## config.mk

```make
export PLATFORM = sky130hd
export DESIGN_NAME = umcr_top
export DESIGN_NICKNAME = d
export VERILOG_FILES = /design/src/rtl/umcr_pkg.sv /design/src/rtl/umcr_top.sv
export SDC_FILE = /design/constraint.sdc
export NUM_CORES = 1
export LEC_CHECK = 0
export ABC_CLOCK_PERIOD_IN_PS = 3450
export BUFFER_PORTS_ARGS = -buffer_cell sky130_fd_sc_hd__clkbuf_2
export CORE_AREA = 2 2 74 76
export DETAILED_ROUTE_END_ITERATION = 7
export DIE_AREA = 0 0 76 78
export PLACE_DENSITY = 0.95
export SYNTH_ARGS = -nofsm -noshare
export SYNTH_HDL_FRONTEND = slang
export SYNTH_SLANG_ARGS = --single-unit
```

## constraint.sdc

```tcl
create_clock -name hclk -period 3.45 [get_ports hclk]
set_input_delay 0.345 -clock hclk [delete_from_list [all_inputs] [get_ports hclk]]
set_output_delay 0.345 -clock hclk [all_outputs]
set_load 0.005 [all_outputs]
```

## src/rtl/umcr_pkg.sv

```systemverilog
/*
  Package for the modem control block: register map, field positions,
  prescaler counts, bus state codes and the packed carriers.
  Assumes a single 32-bit AHB-Lite bus and one clock of 200 MHz.
*/
package umcr_pkg;

  // ------------------------------------------------------------
  // Register map
  // ------------------------------------------------------------
  localparam int unsigned IDX_W          = 2;
  localparam logic [1:0]  IDX_MODEM_CTRL = 2'h0;
  localparam logic [1:0]  IDX_INT_ENABLE = 2'h1;
  localparam logic [1:0]  IDX_MODEM_STAT = 2'h2;
  localparam int unsigned ADDR_IDX_LO    = 2;
  localparam int unsigned ADDR_IDX_HI    = 3;
  localparam int unsigned ADDR_HI_LSB    = 4;
  localparam logic [7:0]  MODEM_CTRL_RST = 8'h00;
  localparam logic [3:0]  INT_ENABLE_RST = 4'h0;

  // ------------------------------------------------------------
  // Field positions of modem_control_reg
  // ------------------------------------------------------------
  localparam int unsigned MC_DTR      = 0;
  localparam int unsigned MC_RTS      = 1;
  localparam int unsigned MC_AUX_ONE  = 2;
  localparam int unsigned MC_AUX_TWO  = 3;
  localparam int unsigned MC_LOOP     = 4;
  localparam int unsigned MC_INT_TYPE = 5;
  localparam int unsigned MC_IR_EN    = 6;
  localparam int unsigned MC_CLK_SEL  = 7;

  // Enable bits of interrupt_enable_reg
  localparam int unsigned IE_RX    = 0;
  localparam int unsigned IE_TX    = 1;
  localparam int unsigned IE_LINE  = 2;
  localparam int unsigned IE_MODEM = 3;

  // Modem level order: cts, dsr, ri, dcd
  localparam int unsigned ML_CTS = 0;
  localparam int unsigned ML_DSR = 1;
  localparam int unsigned ML_RI  = 2;
  localparam int unsigned ML_DCD = 3;

  // ------------------------------------------------------------
  // Prescaler
  // ------------------------------------------------------------
  localparam int unsigned PRE_W        = 6;
  localparam int unsigned PRE_BASE_DIV = 16;
  localparam int unsigned PRE_EXTRA    = 4;
  localparam logic [PRE_W-1:0] PRE_LAST_X1 = PRE_W'(PRE_BASE_DIV - 1);
  localparam logic [PRE_W-1:0] PRE_LAST_X4 = PRE_W'(PRE_BASE_DIV * PRE_EXTRA - 1);
  localparam logic [PRE_W-1:0] PRE_STEP    = 6'h01;

  // ------------------------------------------------------------
  // Bus states and carriers
  // ------------------------------------------------------------
  typedef enum logic [3:0] {
    ST_IDLE      = 4'h1,
    ST_WRITE     = 4'h2,
    ST_READ_WAIT = 4'h4,
    ST_READ_DONE = 4'h8
  } umcr_state_t;

  typedef struct packed {
    logic cts_n;
    logic dsr_n;
    logic dcd_n;
    logic ri_n;
  } umcr_modem_in_t;

  typedef struct packed {
    logic rx_irq;
    logic tx_irq;
    logic line_irq;
  } umcr_core_irq_t;

  typedef struct packed {
    umcr_state_t       state;
    logic              mapped;
    logic [IDX_W-1:0]  idx;
    logic [31:0]       hrdata;
    logic [7:0]        modem_control;
    logic [3:0]        interrupt_enable_reg;
    logic [3:0]        lvl;
    logic [3:0]        delta;
    logic [PRE_W-1:0]  presc;
    logic              tick;
    logic              tx_pin;
    logic              ir_tx;
    logic              rx_core;
    logic              rts_n;
    logic              dtr_n;
    logic              irq_level;
    logic              irq_oe_n;
  } umcr_regs_t;

endpackage

```

## src/rtl/umcr_top.sv

```systemverilog
/*
  Modem control register block of a single-channel UART: AHB-Lite slave
  with the control, interrupt enable and modem status registers, baud
  prescaler, IrDA path, loop-back and interrupt pin driver.
  Assumes one clock hclk, pins synchronous to it, and a single slave
  whose hreadyout is the bus hready.
*/
//
// Notes on behaviour
// - Clock select 0 gives the baud generator one tick per 16 clocks.
// - Clock select 1 divides that further by four, one tick per 64.
// - IR enable 0 uses the plain receive and transmit pins.
// - IR enable 1 routes serial data through the IrDA encoder and decoder.
// - In IrDA mode the infrared output is low while the transmitter idles.
// - Interrupt type 0 drives the interrupt pin actively or leaves it floating.
// - Interrupt type 1 drives the pin open source for a wired-OR line.
// - Loop-back cuts the transmit, receive and modem inputs off the pins.
// - Loop-back feeds transmit data and control outputs back internally.
// - Receiver and transmitter interrupts work unchanged in loop-back.
// - Loop-back takes modem status sources from the low four control bits.
// - Every interrupt source stays gated by the interrupt enable register.
// - Loop-back is off after reset.
// - In loop-back, auxiliary output two sets the internal carrier detect.
// - With interrupt type 0, bit 3 low floats the interrupt pin, high drives it; loop carrier follows bit 3.
// - Auxiliary output one sets the internal ring indicator in loop-back.
// - Active-low request-to-send follows the inverse of bit 1.
// - Active-low terminal-ready follows the inverse of bit 0.
`timescale 1ns/1ps

module umcr_top
  import umcr_pkg::*;
(
  input  wire logic           hclk,
  input  wire logic           hresetn,
  input  wire logic           hsel,
  input  wire logic [31:0]    haddr,
  input  wire logic [1:0]     htrans,
  input  wire logic           hwrite,
  input  wire logic [2:0]     hsize,
  input  wire logic [31:0]    hwdata,
  input  wire logic           hready,
  output logic                hreadyout,
  output logic                hresp,
  output logic [31:0]         hrdata,
  input  wire logic           tx_data,
  input  wire logic           tx_idle,
  output logic                rx_data,
  input  wire umcr_core_irq_t core_irq,
  output logic                baud_tick,
  output logic                tx_pin,
  input  wire logic           rx_pin,
  output logic                ir_tx,
  input  wire logic           ir_rx,
  input  wire umcr_modem_in_t modem_in,
  output logic                rts_n,
  output logic                dtr_n,
  output logic                irq_pin_out,
  output logic                irq_pin_oe_n
);

  umcr_regs_t s;
  umcr_regs_t next_s;
  logic [3:0] lvl_now;
  logic [3:0] delta_clr;
  logic       irq_any;
  logic       loop_on;
  logic       ir_on;

  // ------------------------------------------------------------
  // Mode decode and modem level selection
  // ------------------------------------------------------------
  assign loop_on = s.modem_control[MC_LOOP];
  assign ir_on   = s.modem_control[MC_IR_EN];

  always_comb
  begin
    lvl_now = 4'h0;
    if (loop_on)
    begin
      lvl_now[ML_CTS] = s.modem_control[MC_RTS];
      lvl_now[ML_DSR] = s.modem_control[MC_DTR];
      lvl_now[ML_RI]  = s.modem_control[MC_AUX_ONE];
      lvl_now[ML_DCD] = s.modem_control[MC_AUX_TWO];
    end
    else
    begin
      lvl_now[ML_CTS] = ~modem_in.cts_n;
      lvl_now[ML_DSR] = ~modem_in.dsr_n;
      lvl_now[ML_RI]  = ~modem_in.ri_n;
      lvl_now[ML_DCD] = ~modem_in.dcd_n;
    end
  end

  // ------------------------------------------------------------
  // Interrupt gating
  // ------------------------------------------------------------
  assign irq_any = (core_irq.rx_irq   & s.interrupt_enable_reg[IE_RX])
                 | (core_irq.tx_irq   & s.interrupt_enable_reg[IE_TX])
                 | (core_irq.line_irq & s.interrupt_enable_reg[IE_LINE])
                 | ((|s.delta)        & s.interrupt_enable_reg[IE_MODEM]);

  // ------------------------------------------------------------
  // Next state
  // ------------------------------------------------------------
  always_comb
  begin
    next_s    = s;
    delta_clr = 4'h0;

    // Baud prescaler
    next_s.tick = 1'b0;
    if (s.presc == (s.modem_control[MC_CLK_SEL] ? PRE_LAST_X4 : PRE_LAST_X1))
    begin
      next_s.presc = '0;
      next_s.tick  = 1'b1;
    end
    else
    begin
      next_s.presc = s.presc + PRE_STEP;
    end

    // Serial path
    if (loop_on)
    begin
      next_s.tx_pin  = 1'b1;
      next_s.ir_tx   = 1'b0;
      next_s.rx_core = tx_data;
    end
    else if (ir_on)
    begin
      next_s.tx_pin  = 1'b1;
      next_s.ir_tx   = ~tx_idle & ~tx_data;
      next_s.rx_core = ~ir_rx;
    end
    else
    begin
      next_s.tx_pin  = tx_data;
      next_s.ir_tx   = 1'b0;
      next_s.rx_core = rx_pin;
    end

    // Handshake outputs
    next_s.rts_n = ~s.modem_control[MC_RTS];
    next_s.dtr_n = ~s.modem_control[MC_DTR];

    // Interrupt pin driver
    if (s.modem_control[MC_INT_TYPE])
    begin
      next_s.irq_level = 1'b1;
      next_s.irq_oe_n  = ~irq_any;
    end
    else
    begin
      next_s.irq_level = irq_any;
      next_s.irq_oe_n  = ~s.modem_control[MC_AUX_TWO];
    end

    // Bus slave
    unique case (s.state)
      ST_WRITE:
      begin
        if (s.mapped && s.idx == IDX_MODEM_CTRL)
        begin
          next_s.modem_control = hwdata[7:0];
        end
        if (s.mapped && s.idx == IDX_INT_ENABLE)
        begin
          next_s.interrupt_enable_reg = hwdata[3:0];
        end
      end
      ST_READ_WAIT:
      begin
        next_s.hrdata = 32'h0000_0000;
        if (s.mapped)
        begin
          unique case (s.idx)
            IDX_MODEM_CTRL: next_s.hrdata[7:0] = s.modem_control;
            IDX_INT_ENABLE: next_s.hrdata[3:0] = s.interrupt_enable_reg;
            IDX_MODEM_STAT:
            begin
              next_s.hrdata[7:0] = {s.lvl, s.delta};
              delta_clr          = s.delta;
            end
            default: next_s.hrdata = 32'h0000_0000;
          endcase
        end
      end
      ST_IDLE, ST_READ_DONE:
      begin
      end
    endcase

    if (s.state == ST_READ_WAIT)
    begin
      next_s.state = ST_READ_DONE;
    end
    else if (hsel && htrans[1] && hready)
    begin
      next_s.state  = hwrite ? ST_WRITE : ST_READ_WAIT;
      next_s.idx    = haddr[ADDR_IDX_HI:ADDR_IDX_LO];
      next_s.mapped = (haddr[31:ADDR_HI_LSB] == '0)
                   && (haddr[ADDR_IDX_HI:ADDR_IDX_LO] <= IDX_MODEM_STAT);
    end
    else
    begin
      next_s.state = ST_IDLE;
    end

    // Modem status deltas: a new change wins over the read clear
    next_s.lvl   = lvl_now;
    next_s.delta = (s.delta & ~delta_clr) | (lvl_now ^ s.lvl);
  end

  // ------------------------------------------------------------
  // State register
  // ------------------------------------------------------------
  always_ff @(posedge hclk or negedge hresetn)
  begin
    if (!hresetn)
    begin
      s.state     <= ST_IDLE;
      s.mapped    <= 1'b0;
      s.idx       <= '0;
      s.hrdata    <= 32'h0000_0000;
      s.modem_control       <= MODEM_CTRL_RST;
      s.interrupt_enable_reg       <= INT_ENABLE_RST;
      s.lvl       <= 4'h0;
      s.delta     <= 4'h0;
      s.presc     <= '0;
      s.tick      <= 1'b0;
      s.tx_pin    <= 1'b1;
      s.ir_tx     <= 1'b0;
      s.rx_core   <= 1'b1;
      s.rts_n     <= 1'b1;
      s.dtr_n     <= 1'b1;
      s.irq_level <= 1'b0;
      s.irq_oe_n  <= 1'b1;
    end
    else
    begin
      s <= next_s;
    end
  end

  // ------------------------------------------------------------
  // Outputs
  // ------------------------------------------------------------
  assign hreadyout    = (s.state != ST_READ_WAIT);
  assign hresp        = 1'b0;
  assign hrdata       = s.hrdata;
  assign baud_tick    = s.tick;
  assign tx_pin       = s.tx_pin;
  assign ir_tx        = s.ir_tx;
  assign rx_data      = s.rx_core;
  assign rts_n        = s.rts_n;
  assign dtr_n        = s.dtr_n;
  assign irq_pin_out  = s.irq_level;
  assign irq_pin_oe_n = s.irq_oe_n;
endmodule

```

# Yosys cells after proc, flatten, opt, wreduce, memory -nomap -nowiden
# Index checks and enable logic that the tools add are counted.
# word_totals
in_bits	85
output_inout_bits	42
wordCells	76
regBits	73
# classes
n_reduce_logical	11
eq_ne	6
n_addsub	1
n_bitwise	24
n_mux	16
magnitude_cmp	1
# op_table
op	n
$logic_not 28->1	1
$mux 4	5
$mux 3	4
$mux 6	2
$not 1->1	12
$pmux 4 s3	1
$mux 8	1
$pmux 4 s2	1
$add 6x1->6 const B	1
$eq 6x6->1	1
$reduce_and 2->1	3
$and 1x1->1	5
$logic_and 1x1->1	5
$and 4x4->4	1
$eq 4x2->1 const B	1
$eq 4x3->1 const B	1
$ne 4x3->1 const B	1
$not 4->4	1
$or 4x4->4	1
$reduce_or 4->1	1
$xor 4x4->4	1
$or 1x1->1	3
$eq 2x1->1 const B	1
$eq 2x2->1 const B	1
4 further kinds	4

# Logic depth before layout (Yosys ltp)
# Gate-level depths: netlist of run 1.
# logic_depth
depth_word	7
mapped_depth	6
mapped_depth_nobuf	4

# Worst setup path after synthesis of run 1
# OpenSTA, ideal clock, no wires.
# synth_timing
path_kind	reg-to-reg
startpoint	register s[70] in the netlist's numbering
endpoint	register s[66] in the netlist's numbering
path_stages_with_launch	6
synth_period_minus_slack_ps	1520
setup_time_ps	125
path_buffers	1
arrival_time_ps	1395
path_slack_ps	1930
path_cell_list	dfrtp_1 > or4b_1 > buf_6 > inv_6 > nor2_4 > mux2_4
# synth_via
elab_chain_cells	3
# synth_lines
item	line	source
start: declaration	umcr_top.sv:61	umcr_regs_t s;
start signal: assignment	umcr_top.sv:241	s <= next_s;
$eq 4x3->1	umcr_top.sv:193	if (s.state == ST_READ_WAIT)
$not 1->1 (no line)	--	
$reduce_and 2->1 (no line)	--	
# Every way passes these cells.
# A chain may end at the register's enable or synchronous reset.

# Worst setup path in the final report of run 1
# layout_timing
startpoint	register s[70] in the netlist's numbering
endpoint	output port hreadyout
# layout_via
elab_chain_cells	1
# layout_lines
item	line	source
$ne 4x3->1	umcr_top.sv:248	assign hreadyout = (s.state != ST_READ_WAIT);
end: declaration	umcr_top.sv:42	output logic hreadyout,
# Every way passes these cells.

==> results of run 1 <==
## synthesized netlist by cell type (2+ instances only)
cell,number
mux2_2,12
mux2_4,2
o31ai_1,5
inv_1,4
nor2_1,9
a21oi_1,2
nor4b_1,2
dfrtp_1,43
dfstp_2,6
and2_1,2
nand3_1,14
buf_4,33
o21ai_0,12
nor2b_1,11
mux2i_1,5
nor4_1,7
nand4_1,10
nand2_1,12
xor2_1,2
nand2b_1,2
a2bb2oi_1,4
buf_2,5
or3_1,7
## final cells by class
cell class	count	area, µm²
Inverter	5	23.77
Clock buffer	5	68.82
Fill cell	439	2267
Tap cell	70	87.58
Sequential cell	49	1234
Timing Repair Buffer	71	355.3
Clock inverter	3	43.79
Multi-Input combinational cell	154	962.2
## kinds of logic after synthesis
kind of cell               count (synthesis)
adders and majority gates                  1
xor gates and xnor gates                   2
buffers and inverters                     45
AOI/OAI and AO/OA                         26
muxes                                     19
DFF                                       49
and+or+nand+nor                           81
other                                      1
## per-layer routing
layer / up-vias / wire length, µm / GRT usage
li1: 861 / - / -
met1: 871 / 1992 / 0.2086
met2: 64 / 2498 / 0.2946
met3: 14 / 290 / 0.04302
met4: 0 / 120 / 0.07455
met5: - / 0 / 0
## worst paths after layout
check                           startpoint         to  slack [ns]  cells after the start
worst max-delay path                 s[70]  hreadyout        1.37                      2
worst min-delay path               tx_idle      ir_tx        0.19                      2
worst max register to register       s[70]      s[67]        1.55                      4
worst min register to register        s[8]       s[8]        0.47                      1
max in group asynchronous          hresetn      s[67]        2.45                      1
min in group asynchronous          hresetn      s[26]        0.27                      1
## power by group
group / total, mW / switching, mW / internal [mW] / leakage (nW)
logic: 0.129 / 0.0616 / 0.0670 / 0.684
clock network: 0.408 / 0.190 / 0.217 / 0.0585
registers: 0.630 / 0.0302 / 0.600 / 0.587
total: 1.17 / 0.282 / 0.884 / 1.33
## layout by cell type (no fill, tap or decap)
| cell type | n |
|---|---|
| clkbuf_2 | 71 |
| dfrtp_1 | 43 |
| conb_1 | 25 |
| nand3_1 | 14 |
| nand2_1 | 12 |
| o21ai_0 | 12 |
| mux2_2 | 12 |
| nor2b_1 | 11 |
| nand4_1 | 10 |
| nor2_1 | 9 |
| or3_1 | 7 |
| nor4_1 | 7 |
| dfstp_2 | 6 |
| mux2i_1 | 5 |
| o31ai_1 | 5 |
| clkbuf_8 | 5 |
| inv_1 | 4 |
| a2bb2oi_1 | 4 |
| a21oi_1 | 2 |
| xor2_1 | 2 |
| nor4b_1 | 2 |
| inv_6 | 2 |
| nand2b_1 | 2 |
| and2_1 | 2 |
| mux2_4 | 2 |
| nor3_1 | 1 |
| a21o_1 | 1 |
| a222oi_1 | 1 |
| o41ai_1 | 1 |
| or4b_1 | 1 |
| nor2_4 | 1 |
| nand3b_1 | 1 |
| nand3_2 | 1 |
| ha_1 | 1 |
| clkinv_2 | 1 |
| bufinv_16 | 1 |
## critical path: cells and delay by family, from the launching register on
| kind | cells | cell delay, ns |
|---|---|---|
| buffers and inverters | 1 | 0.23 |
| flip-flops | 1 | 0.38 |
| AND/OR/NAND/NOR | 1 | 0.83 |
==> metrics, run 1 <==
PD cells=420.2 mW/mm²; clock latency on the worst-skew pair=0.31 ns; final period utilization=0.6025; initial antenna violation count=0; DP Worst Slack=1.570 ns; mux cell area share after synthesis=0.08866; CP Launch Type=flop; endpoints failing hold=0; Avg WL per Cell=roughly 14 µm; maximum vdd ir drop=0.2137 mV; post-route ant nets=0; vias per inst=about 5.1; cell row count=26; post-cts repair resize count=0; run status=finished, final reports clean; Synth area leader=dfrtp_1; Post-synth top flop=dfrtp_1; critical path arrival=1.73 ns; first-pass GRT wire length=slightly above 8000 µm; top flop regs=s (31), hrdata (8); final instance area=0.002775 mm²; WS Path Type=flop to output pin; Max Root-Sink Buffers=2; synth unique cells=36; vias in the first global route=1738; Synth Area in Adders=0.005155; share of layout cells above drive strength 1=0.3554; drt total wl=around 5000 µm; ys async rst share=1.000; # nets final=between 300 and 400; Worst path slowest cell=or4b_1; Synthesis Warnings=0; core area=0.005042 mm²; crit path time final=2.079 ns; Post-route DRC=0; final setup skew=0.01457 ns; cell area after synthesis=approximately 0.0024 mm²; setup TNS=0 ns; CP cell instances=or4b_1 > clkbuf_2; Finished Layout Cells=roughly 360; Worst Path Required=3.11 ns; Sink Count=between 40 and 50; GRT Overall Usage=0.1726; Inserted Diodes=0; Post-Synth XOR/XNOR Area=0.007216; CTS Hold Bufs=0; # Max-Cap Violations=0; full die area=0.005928 mm²; CTS tree=built; number of synthesized flops with an enable pin=0; RSZ-0062 raised after global routing=false; I/O Pins=between 100 and 150; CP Max Fanout=16; max-slew violations=0; compound-gate portion of the synthesized area=0.06959; grt total ovfl=0; max reg flops=31; Leakage=1.329 nW; post-synth top area share=0.4433; Mapped Avg Cell Area=10.84 µm²; largest register by flop count=s; post-CTS setup repair buffer count=0; clk slew on worst S/H paths=0.09 ns; Worst Hold Class=input port to flop; ranking of synthesized cells by area=dfrtp_1, buf_4, dfstp_2; Placed Cells=around 350; Post-DP Area=0.002663 mm²; DP HPWL=3801 µm; max incr delay on CP=slightly above 0.8 ns; FMAX=0.4811 GHz; Die Ht=approximately 78 µm; pin count of the biggest net entering global routing=50; RePlAce Congestion=0.8215; Pwr Total=1.166 mW; area grow syn2layout=14.33%; post-synthesis simple-gate area fraction=0.1871; Slew @ Worst Pin=1.197 ns; initial core utilization=0.4814; post-synthesis sequential area ratio=0.5082; Port Buffer Count=71; Synth Register Bits=just under 50; main combinational cell family by area after synthesis=simple AND/OR/NAND/NOR gates; DRT iter0 DRCs=149; final core area utilization=0.5504; CTS Root Cell=clkbuf_8; routed via count=1810; CTS buffer count=5; First-pass DRT Iterations=4; final setup violation count=0; Mapped Cells=224; hold_ws=0.1917 ns; CTS H-tree depth=2; die width=76 µm; Worst slew margin=0.2023; setup ws final=1.371 ns; CP endpoint kind=output pin
Power figures use the tool's default switching activity.
==> run 2, diff against run 1 <==
ABC_AREA = 1   (was default)
ABC_CLOCK_PERIOD_IN_PS = 1900   (was 3450)
CORE_AREA = 2 2 81 83   (was 2 2 74 76)
DIE_AREA = 0 0 83 85   (was 0 0 76 78)
PLACE_DENSITY = 0.86   (was 0.95)
clock period = 1.9 ns   (was 3.45 ns; I/O delays follow)
==> metrics, run 2 <==
met2 GRT Util=0.2544 (was 0.2946); Slew @ Worst Pin=0.5855 ns (was 1.197 ns); Mapped Cells=288 (was 224); most common cell after layout, fill and taps aside=clkbuf_2 (unchanged); CP cell instances=inv_1 > nand2_1 > nor2_4 > inv_2 > clkbuf_2 (was or4b_1 > clkbuf_2); Post-route DRC=0 (unchanged); pin count of the biggest net entering global routing=50 (unchanged); FMAX=around 0.62 GHz; largest register by flop count=s (unchanged); initial core utilization=0.3944 (was 0.4814); Sink Count=49 (unchanged); area of the multi-input gates=910.9 µm² (was 962.2 µm²); Register Area=0.001234 mm² (unchanged); run status=finished, final reports clean (unchanged); Placed Cells=424 (was 349); Worst Hold Class=input port to flop (unchanged); # nets final=441 (was 372); first-pass GRT wire length=8273 µm (was 8169 µm); clk slew on worst S/H paths=0.09 ns (about the same); WS Path Type=flop to output pin (unchanged); CP Max Fanout=11 (was 16); setup TNS=0 ns (unchanged); maximum vdd ir drop=0.3575 mV (was 0.2137 mV); synth unique cells=28 (was 36); vias in the first global route=1931 (was 1738); worst r2r src=s[69] (was s[70]); met3 usage=0.05447 (was 0.04302); routed via count=2007 (was 1810); CTS Root Cell=clkbuf_8 (unchanged); GR Layer Usage met1=0.1617 (was 0.2086); grt total ovfl=0 (unchanged); CP Launch Type=flop (unchanged); Top Usage Layer GRT=met2 (unchanged); initial antenna violation count=0 (unchanged); max-slew violations=0 (unchanged); RSZ-0062 raised after global routing=false (unchanged); most common cell in the netlist=nand2_1 (was dfrtp_1); Mapped Avg Cell Area=8.498 µm² (was 10.84 µm²); max incr delay on CP=0.54 ns (was 0.83 ns); final period utilization=0.8430; Synthesis Warnings=0 (unchanged); hold wc startpoint=hwrite (was tx_idle); post-synth top area share=0.4397 (was 0.4433); clock latency on the worst-skew pair=0.30 ns (was 0.31 ns); CTS tree=built (unchanged); Synth Register Bits=49 (unchanged); CTS buffer count=5 (unchanged); number of synthesized flops with an enable pin=0 (unchanged); setup ws final=0.2983 ns (was 1.371 ns); drt total wl=4916 µm (was 4902 µm); post-CTS setup repair buffer count=0 (unchanged); GRT Overall Usage=0.1462 (was 0.1726); fill count=625 (was 439); Max Root-Sink Buffers=2 (unchanged); I/O Pins=127 (unchanged); Post-synth top flop=dfrtp_1 (unchanged); final setup skew=0.006684 ns (was 0.01457 ns); endpoints failing hold=0 (unchanged); RePlAce Congestion=0.9218 (was 0.8215); die width=83 µm (was 76 µm); Post-synth top cells=nand2_1, dfrtp_1, buf_4, nor2_1, inv_1 (was dfrtp_1, buf_4, nand3_1); cell area after synthesis=0.002447 mm² (was 0.002427 mm²); Inserted Diodes=0 (unchanged); full die area=0.007055 mm² (was 0.005928 mm²); Worst slew margin=0.6097 (was 0.2023); post-cts repair resize count=0 (unchanged); DP HPWL=3957 µm (was 3801 µm); Synth area leader=dfrtp_1 (unchanged); ranking of synthesized cells by area=dfrtp_1, nand2_1, buf_4 (was dfrtp_1, buf_4, dfstp_2); post-synthesis sequential area ratio=0.5041 (was 0.5082); CTS H-tree depth=2 (unchanged); DRT iter0 DRCs=140 (was 149); core area=0.006205 mm² (was 0.005042 mm²); # Max-Cap Violations=0 (unchanged); DP Worst Slack=0.4919 ns (was 1.570 ns); ys async rst share=1.000 (unchanged); top flop regs=s (31), hrdata (8) (unchanged); Port Buffer Count=71 (unchanged); Worst setup startpoint=s[69] (was s[70]); post-route ant nets=0 (unchanged); Avg WL per Cell=11.35 µm (was 13.73 µm); Worst Path Required=1.71 ns (was 3.11 ns); area grow syn2layout=15.08% (was 14.33%); vias per inst=4.635 (was 5.070); Worst path slowest cell=dfstp_2 (was or4b_1); CTS Hold Bufs=1 (was 0); share of layout cells above drive strength 1=0.2612 (was 0.3554); max reg flops=31 (unchanged); CP endpoint kind=output pin (unchanged); crit path time final=roughly 1.6 ns; final core area utilization=0.4539 (was 0.5504); cell row count=29 (was 26); PD cells=686.4 mW/mm² (was 420.2 mW/mm²); Finished Layout Cells=433 (was 357); final setup violation count=0 (unchanged); Leakage=1.570 nW (was 1.329 nW); Die Ht=85 µm (was 78 µm); First-pass DRT Iterations=4 (unchanged); most frequent cells in the layout=clkbuf_2, nand2_1, dfrtp_1 (was clkbuf_2, dfrtp_1, conb_1); critical path arrival=1.41 ns (was 1.73 ns)
==> run 2: worst max-delay path, delay by kind of cell (launching register included) <==
family,cells,cell delay (ns)
buf+inv,3,0.34
flops,1,0.54
simple gates,2,0.22
==> run 2: worst paths after layout <==
| path | cells past startpoint | slack [ns] | end |
|---|---|---|---|
| hold / removal | 2 | 0.04 | s[71] |
| max in group asynchronous | 3 | 0.99 | irq_pin_out |
| setup reg to reg | 7 | 0.46 | s[66] |
| hold reg to reg | 1 | 0.45 | irq_pin_oe_n |
| setup / recovery | 5 | 0.30 | hreadyout |
| min in group asynchronous | 3 | 0.51 | hrdata[1] |
==> run 2: cell type report <==
type,count,share of cell area
Sequential cell,49,0.4380
Tap cell,77,0.03421
Timing Repair Buffer,73,0.1324
Multi-Input combinational cell,194,0.3234
Inverter,32,0.04265
Clock inverter,2,0.003554
Clock buffer,6,0.02577
==> run 2: metal layers <==
metal | vias to the layer above | wire, µm | part of all wire
met1 | 943 | 1895 | 0.39
li1 | 985 | - | -
met2 | 69 | 2506 | 0.51
met5 | - | 0 | 0
met3 | 10 | 397 | 0.081
met4 | 0 | 117 | 0.024
==> run 2: power by group <==
group,switching [mW],internal (mW)
Combinational,0.149,0.0966
Clock,0.329,0.255
Sequential,0.0265,1.08
==> run 2: kinds of logic (layout without fill, tap and decap cells) <==
| family | after synthesis | in the layout | synth area share |
|---|---|---|---|
| compound gates | 34 | 34 | 0.07822 |
| simple gates | 128 | 128 | 0.2290 |
| fa+ha+maj | 1 | 1 | 0.005112 |
| buf+inv | 69 | 113 | 0.1605 |
| xor+xnor | 6 | 6 | 0.02147 |
| other cells | 1 | 25 | 0.001532 |
| flops | 49 | 49 | 0.5041 |
==> run 2: per-stage QoR <==
step / area [µm²] / hold slack, ns / power (mW)
after floorplan: 2537 / -0.1056 / 1.286
after global placement: 2724 / 0.3119 / 1.360
after detailed placement: 2724 / 0.3201 / 1.370
after CTS: 2816 / 0.04065 / 1.948
after global routing: 2816 / 0.03504 / 2.025
final: 2816 / 0.04186 / 1.933
